File: src/gdio_pkg.sv
// Constants for the general digital I/O port: widths, register map, reset values, field positions
package gdio_pkg;
    localparam int PIN_W = 8;
    localparam int ADDR_W = 4;
    localparam int DATA_W = 8;

    localparam logic [ADDR_W-1:0] OFF_PIN_IN = 4'h0;
    localparam logic [ADDR_W-1:0] OFF_DIR = 4'h1;
    localparam logic [ADDR_W-1:0] OFF_OUT = 4'h2;
    localparam logic [ADDR_W-1:0] OFF_CTRL = 4'h3;
    localparam logic [ADDR_W-1:0] OFF_DIR_SET = 4'h4;
    localparam logic [ADDR_W-1:0] OFF_DIR_CLR = 4'h5;
    localparam logic [ADDR_W-1:0] OFF_OUT_SET = 4'h6;
    localparam logic [ADDR_W-1:0] OFF_OUT_CLR = 4'h7;

    localparam logic [PIN_W-1:0] RST_DIR = 8'h00;
    localparam logic [PIN_W-1:0] RST_OUT = 8'h00;
    localparam logic [PIN_W-1:0] RST_PIN_IN = 8'h00;
    localparam logic [DATA_W-1:0] RST_RDATA = 8'h00;
    localparam logic RST_PUD = 1'b0;

    localparam int CTRL_PUD_BIT = 0;
endpackage : gdio_pkg

File: src/gdio_port.sv
// General digital I/O port: direction, output latch, pull-ups, toggle, synchronised pin input
//
// Contract
// Direction bit 1 makes the pin an output, 0 an input.
// Input pin gets pull-up when latch bit is 1 and global disable is 0.
// Output pin drives the latch bit value; pull-up always off when output.
// Reset tri-states every pin asynchronously, needing no clock.
// Writing 1 to a pin input bit inverts its latch bit; 0 does nothing.
// Pin input register is read-only; output and direction registers are read/write.
// Global pull-up disable turns off all pull-ups regardless of per-pin bits.
// Every pin has its own individually selectable pull-up.
// Single-bit set and clear change one pin without disturbing the others.
// Alternate function on some pins leaves other pins usable as normal I/O.
// Software passes tri-state to output high via pull-up input or output low.
// Software passes pull-up input to output low via tri-state or output high.
// Pin level readable in any direction through a latch then register synchroniser.
// Sync latch transparent while clock high, captures on fall, loads on next rise.
// Software-written pin value appears in pin input bit after one clock period.
// Software inserts one idle cycle between pin write and pin input read.
// In deep sleep inputs clamp to ground unless the pin's external interrupt is enabled.
// A port groups eight pins, one bit per pin at the same position.
`timescale 1ns/1ns
module gdio_port (
    input wire logic core_clk_i,
    input wire logic rst_i,
    input wire logic ce_i,
    input wire logic [gdio_pkg::ADDR_W-1:0] addr_i,
    input wire logic [gdio_pkg::DATA_W-1:0] wdata_i,
    input wire logic wr_i,
    input wire logic rd_i,
    output logic [gdio_pkg::DATA_W-1:0] rdata_o,
    input wire logic [gdio_pkg::PIN_W-1:0] pad_in_i,
    output logic [gdio_pkg::PIN_W-1:0] pad_out_o,
    output logic [gdio_pkg::PIN_W-1:0] pad_oe_o,
    output logic [gdio_pkg::PIN_W-1:0] pad_pullup_o,
    input wire logic [gdio_pkg::PIN_W-1:0] alt_dir_en_i,
    input wire logic [gdio_pkg::PIN_W-1:0] alt_dir_val_i,
    input wire logic [gdio_pkg::PIN_W-1:0] alt_val_en_i,
    input wire logic [gdio_pkg::PIN_W-1:0] alt_val_i,
    input wire logic sleep_i,
    input wire logic [gdio_pkg::PIN_W-1:0] ext_int_en_i
);
    import gdio_pkg::*;

    function automatic logic hit(input logic [ADDR_W-1:0] a, input logic [ADDR_W-1:0] off, input logic stb);
        hit = stb && (a == off);
    endfunction : hit

    // One bit per pin, at the same position in every pin-wide register; the control register holds a single bit
    logic [PIN_W-1:0] direction_register_r;
    logic [PIN_W-1:0] output_register_r;
    logic [PIN_W-1:0] pin_input_register_r;
    logic [PIN_W-1:0] sync_latch_r;
    logic global_pullup_disable_r;
    logic [PIN_W-1:0] pad_out_r;
    logic [PIN_W-1:0] pad_oe_r;
    logic [PIN_W-1:0] pad_pullup_r;
    logic [DATA_W-1:0] rdata_r;

    logic [PIN_W-1:0] direction_register_nxt;
    logic [PIN_W-1:0] output_base;
    logic [PIN_W-1:0] output_register_nxt;
    logic global_pullup_disable_nxt;
    logic [PIN_W-1:0] pad_out_nxt;
    logic [PIN_W-1:0] pad_oe_nxt;
    logic [PIN_W-1:0] pad_pullup_nxt;
    logic [PIN_W-1:0] pad_eff;
    logic [DATA_W-1:0] read_sel;
    logic [DATA_W-1:0] rdata_nxt;

    wire wr_pin = hit(addr_i, OFF_PIN_IN, wr_i);
    wire wr_dir = hit(addr_i, OFF_DIR, wr_i);
    wire wr_out = hit(addr_i, OFF_OUT, wr_i);
    wire wr_ctrl = hit(addr_i, OFF_CTRL, wr_i);
    wire wr_dir_set = hit(addr_i, OFF_DIR_SET, wr_i);
    wire wr_dir_clr = hit(addr_i, OFF_DIR_CLR, wr_i);
    wire wr_out_set = hit(addr_i, OFF_OUT_SET, wr_i);
    wire wr_out_clr = hit(addr_i, OFF_OUT_CLR, wr_i);
    wire rd_pin = hit(addr_i, OFF_PIN_IN, rd_i);
    wire rd_dir = hit(addr_i, OFF_DIR, rd_i);
    wire rd_out = hit(addr_i, OFF_OUT, rd_i);
    wire rd_ctrl = hit(addr_i, OFF_CTRL, rd_i);

    // Set/clear ports touch only the bits written as 1
    assign direction_register_nxt = wr_dir ? wdata_i :
                                    wr_dir_set ? (direction_register_r | wdata_i) :
                                    wr_dir_clr ? (direction_register_r & ~wdata_i) :
                                    direction_register_r;
    assign output_base = wr_out ? wdata_i :
                         wr_out_set ? (output_register_r | wdata_i) :
                         wr_out_clr ? (output_register_r & ~wdata_i) :
                         output_register_r;
    // Toggle regardless of direction; pin input register stores nothing written
    assign output_register_nxt = output_base ^ (wr_pin ? wdata_i : {PIN_W{1'b0}});
    assign global_pullup_disable_nxt = wr_ctrl ? wdata_i[CTRL_PUD_BIT] : global_pullup_disable_r;

    // Pad controls are computed from the next register values so the pads move on the
    // same edge as the registers while still leaving the module straight from flops.
    genvar gi;
    generate
        for (gi = 0; gi < PIN_W; gi++) begin : g_pin
            // Overrides are per pin, so untouched pins keep plain register control
            assign pad_oe_nxt[gi] = alt_dir_en_i[gi] ? alt_dir_val_i[gi] : direction_register_nxt[gi];
            assign pad_out_nxt[gi] = alt_val_en_i[gi] ? alt_val_i[gi] : output_register_nxt[gi];
            // Per-pin pull-up, off in output mode and under the global disable
            assign pad_pullup_nxt[gi] = ~pad_oe_nxt[gi] & output_register_nxt[gi] & ~global_pullup_disable_nxt;
            // Clamp ahead of the synchroniser in deep sleep unless the wake interrupt needs it
            assign pad_eff[gi] = pad_in_i[gi] & ~(sleep_i & ~ext_int_en_i[gi]);
        end
    endgenerate

    assign read_sel = rd_pin ? pin_input_register_r :
                      rd_dir ? direction_register_r :
                      rd_out ? output_register_r :
                      rd_ctrl ? {{(DATA_W-1){1'b0}}, global_pullup_disable_r} :
                      {DATA_W{1'b0}};
    // Data stand only in the cycle after the strobe; unmapped reads return zero
    assign rdata_nxt = rd_i ? read_sel : RST_RDATA;

    // Pads reset asynchronously to tri-state with pull-ups off
    always_ff @(posedge core_clk_i or posedge rst_i) begin
        if (rst_i) begin
            direction_register_r <= RST_DIR;
            output_register_r <= RST_OUT;
            global_pullup_disable_r <= RST_PUD;
            pad_oe_r <= RST_DIR;
            pad_out_r <= RST_OUT;
            pad_pullup_r <= RST_OUT;
            rdata_r <= RST_RDATA;
        end else if (ce_i) begin
            direction_register_r <= direction_register_nxt;
            output_register_r <= output_register_nxt;
            global_pullup_disable_r <= global_pullup_disable_nxt;
            pad_oe_r <= pad_oe_nxt;
            pad_out_r <= pad_out_nxt;
            pad_pullup_r <= pad_pullup_nxt;
            rdata_r <= rdata_nxt;
        end
    end

    // Falling-edge stage stands in for the latch that is transparent while the clock is high;
    // it holds the level seen at the fall and feeds only the rising-edge stage
    always_ff @(negedge core_clk_i or posedge rst_i) begin
        if (rst_i) begin
            sync_latch_r <= RST_PIN_IN;
        end else if (ce_i) begin
            sync_latch_r <= pad_eff;
        end
    end

    // A pad driven at a rising edge is seen here at the next one: one period
    always_ff @(posedge core_clk_i or posedge rst_i) begin
        if (rst_i) begin
            pin_input_register_r <= RST_PIN_IN;
        end else if (ce_i) begin
            pin_input_register_r <= sync_latch_r;
        end
    end

    assign rdata_o = rdata_r;
    assign pad_out_o = pad_out_r;
    assign pad_oe_o = pad_oe_r;
    assign pad_pullup_o = pad_pullup_r;
endmodule : gdio_port

File: config.mk
export PLATFORM = sky130hd
export DESIGN_NAME = gdio_port
export DESIGN_NICKNAME = d
export VERILOG_FILES = /design/src/gdio_pkg.sv /design/src/gdio_port.sv
export SDC_FILE = /design/constraint.sdc
export NUM_CORES = 1
export LEC_CHECK = 0
export ABC_AREA = 1
export BUFFER_PORTS_ARGS = -buffer_cell sky130_fd_sc_hd__buf_2
export CELL_PAD_IN_SITES_DETAIL_PLACEMENT = 0
export CELL_PAD_IN_SITES_GLOBAL_PLACEMENT = 1
export CORE_MARGIN = 5
export CORE_UTILIZATION = 40
export DETAILED_ROUTE_END_ITERATION = 8
export PLACE_DENSITY = 0.91
export SLEW_MARGIN = 20
export SYNTH_ARGS = -nofsm -noshare
export SYNTH_HDL_FRONTEND = slang
export SYNTH_SLANG_ARGS = --single-unit
export TNS_END_PERCENT = 5
File: constraint.sdc
create_clock -name core_clk_i -period 4.37 [get_ports core_clk_i]
set_input_delay 0.874 -clock core_clk_i [delete_from_list [all_inputs] [get_ports core_clk_i]]
set_output_delay 0.874 -clock core_clk_i [all_outputs]
set_load 0.01 [all_outputs]
After elaboration in Yosys (flattened, before gate mapping)
Cells that the tools add are included.
- bits in registers: 65
- bits in latches: 0
- bits in writable memories: 0
- ROM bits: 0
- input bits: 66
- output and inout port bits: 32
- word-level logic and storage cells: 121
- memories kept: 0
- $add $sub $neg: 0
- $mul: 0
- div/mod/pow operators: 0
- $lt $le $gt $ge: 0
- eq/ne operators: 7
- shift operators: 0
- multiplexer cells: 29
- bitwise operators: 63
- reduce and logical (&&, ||, !) cells: 13
- operators by type and width (kind ; count):
    2-to-1 mux 8 bit ; 11
    bitwise AND 1 bit ; 32
    NOT 1 bit ; 25
    2-to-1 mux 1 bit ; 18
    bitwise AND 8 bit ; 2
    == test 4 x 3 -> 1 bit (second input constant) ; 4
    bitwise OR 8 bit ; 2
    logical AND 1 bit ; 12
    == test 4 x 2 -> 1 bit (second input constant) ; 2
    NOT 8 bit ; 1
    XOR 8 bit ; 1
    == test 4 x 1 -> 1 bit (second input constant) ; 1
    logical NOT 4 bit ; 1

Logic depth before layout (Yosys ltp)
- depth after elaboration: 9
- gate-level depth with buffers: 11
- mapped depth without buffers: 11

==> results.yml <==
floorplan:
  num_rows: 34
  initial_core_util_pct: 41.0
  io_pins: 98
  die_x_um: 105
  core-area_um2: 8720
  die-area_um2: 10900
  die_y_um: 105
routing:
  first_pass_iters: 4
  postRouteAntennaNets: 0
  drc: 0
  wl_per_cell_um: 13.6
  wl_mm: 9.72
  post_drt_via_cell_ratio: 4.83
  via_count: 3460
  drt_iter0_drc: 119
setup_path:
  max_stage_delay_ps: 270
  path_cells: "buf_2 > inv_2 > nand2_1 > o21ai_0"
  cp.required_ps: 2360
  cp_top_family: "buffers and inverters"
  cp_slowest_cell: "buf_2"
  crit_buf_inv: 2
  crit_path_start_kind: "input port"
  crit_type: "input port to flip-flop"
  crit_fanout: 19
  cp-end-kind: "flip-flop"
  arrival_ps: 1480
worst_hold_path:
  hold_path_class: "flip-flop to flip-flop"
pwr:
  p_switching_w: 0.000504
  comb_power_share_pct: 19.8
  power_switching_share_pct: 32.0
  power_frac_seq_pct: 45.3
  clock_power_share_pct: 34.9
  p_int_w: 0.00107
  pwr_density_cell_nw_per_um2: 358
  ir_worst_vdd_mv: 0.146
  leakagePower_nw: 2.38
logic_synthesis:
  synth_top_area_share_pct: 39.8
  synthArstFlopShare_pct: 100
  ys_seq_area_share_pct: 45.4
  yosysMostFrequentCell: "nand2_1"
  ys_warn_count: 0
  yosysUniqueCellTypes: 29
  synth_area_um2: 3580
  synth_top_cell_by_area: "dfrtp_1"
  synth_flop_cell: "dfrtp_1"
  synth_area_leaders: "dfrtp_1 (40%), nand2_1 (21%), inv_1 (6.5%)"
  syn_area_per_cell_um2: 7.10
  synthTopCellsByCount: "nand2_1 (199), inv_1 (62), dfrtp_1 (57), nor2_1 (43), nand3_1 (27)"
  ys_seq_elements: 65
  syn_nets: 570
  syn_inst: 504
  synth_edf_count: 0
final_layout:
  final_nets: 669
  areaGrowthSynthToFinish_pct: 22.8
  drive_gt1_share_pct: 22.5
  fillers: 887
  antennaDiodeCount: 0
place:
  dp_hpwl_mm: 7.23
  gp_congestion: 0.887
  dp_slack_ps: 511
  port_buffers: 97
timing:
  slew_violations: 0
  finClkSkew_ps: 14.6
  hold_viol_final: 0
  slew_headroom_pct: 58.2
  tightest_slew_ps: 625
  setup_viol: 0
  finalSetupTns_ps: 0
  worst_slack_ps: 875
  rsz0062_at_grt: "false"
global_routing:
  grt_max_degree: 38
  track_usage_pct: 18.2
  grt_pass1_wl_mm: 16.3
  grt_pass1_vias: 3488
  gr-total-overflow: 0
  antenna_found_initial: 0
clocking:
  ctsResizeCount: 0
  htreeDepth: 3
  ctsHoldBuffers: 0
  clock-root-buffer: "clkbuf_8"
  clk_pin_slew_ps: 60
  worstSkewPairLatency_ps: 350
  cts_buffer_depth: 2
  cts_tree: "yes"
  clock_sinks: 65
  cts_inserted_buffers: 9
  cts_setup_buffers: 0
status:
  status: "finished, final reports clean"
flow_run:
  cap_violations: 0
[path summary, 6_finish.rpt]
check | from | to | slack (ps) | depth (start not counted)
worst max-delay path | ce_i | sync_latch_r[1] | 880 | 4
worst min-delay path | sync_latch_r[6] | sync_latch_r[6] | 470 | 2
worst max register to register | sync_latch_r[7] | pin_input_register_r[7] | 1530 | 2
worst min register to register | sync_latch_r[6] | sync_latch_r[6] | 470 | 2
max in group asynchronous | rst_i | sync_latch_r[0] | 1580 | 2
min in group asynchronous | rst_i | rdata_o[0] | 480 | 2
[sequential cells by signal, indices dropped and copies added, names as in the netlist]
name / count
pin_input_register_r: 8
global_pullup_disable_r: 1
pad_oe_o: 8
rdata_o: 8
direction_register_r: 8
pad_out_o: 8
sync_latch_r: 8
output_register_r: 8
pad_pullup_o: 8
[metal layers]
metal  up-vias  wire [um]  global-route usage (%)
li1       1776          -                       -
met1      1576       4260                    23.2
met2        98       4670                    30.8
met3        10        680                    4.01
met4         0        104                    5.94
met5         -          0                       0
[cell usage in the layout, fill, tap and decap left out, types with 3 or more instances in the layout]
master and count:
nand2_1 199, o21ai_0 26, inv_1 60, dfrtn_1 8, buf_2 97, buf_4 5, nor2_1 43, a21oi_1 10
clkbuf_8 9, o21ai_1 8, nand3_1 27, nor2_4 5, nand3b_1 3, dfrtp_1 57, o21bai_1 7, nand2_2 4
o211ai_1 13, o21a_1 6
[power groups by stage]
stage,Combinational [W],Sequential (W),Clock (W)
detailed placement,0.000317,0.000724,0
finish,0.000312,0.000713,0.000549
global placement,0.000309,0.000722,0
CTS,0.000318,0.000713,0.000560
global route,0.000363,0.000723,0.000582
floorplan,0.000188,0.000728,0
[stage by stage]
| step | hold slack (ps) | power (W) | cells | util (%) | area [um2] |
|---|---|---|---|---|---|
| 2_1_floorplan | 414 | 0.000916 | 504 | - | 3580 |
| 3_3_place_gp | 450 | 0.00103 | 700 | 47.9 | 4180 |
| 3_5_place_dp | 460 | 0.00104 | 700 | 47.9 | 4180 |
| 4_1_cts | 465 | 0.00159 | 716 | 50.4 | 4400 |
| 5_1_grt | 498 | 0.00167 | 716 | 50.4 | 4400 |
| 6_report | 470 | 0.00157 | 716 | 50.4 | 4400 |
[logic make-up (layout without fill, tap and decap cells)]
family | after synthesis | in the layout | synth area share, %
AOI/OAI and AO/OA | 72 | 72 | 12.2
buffers and inverters | 77 | 181 | 8.28
DFF | 65 | 65 | 45.4
and+or+nand+nor | 290 | 290 | 34.0
[area by class of cell]
cell class | instances | area, um2 | area share (%)
Clock buffer | 11 | 174 | 3.96
Sequential cell | 65 | 1630 | 37.0
Tap cell | 108 | 135 | 3.07
Timing Repair Buffer | 102 | 523 | 11.9
Clock inverter | 5 | 40.0 | 0.911
Multi-Input combinational cell | 362 | 1660 | 37.7
Inverter | 63 | 240 | 5.47
[worst register-to-register path: cells and delay by family, from the launching register on]
| family | cells | cell delay (ps) |
|---|---|---|
| buffers and inverters | 1 | 50 |
| flip-flops | 1 | 380 |
| AO/OA/AOI/OAI | 1 | 160 |
Power figures use the tool's default switching activity.
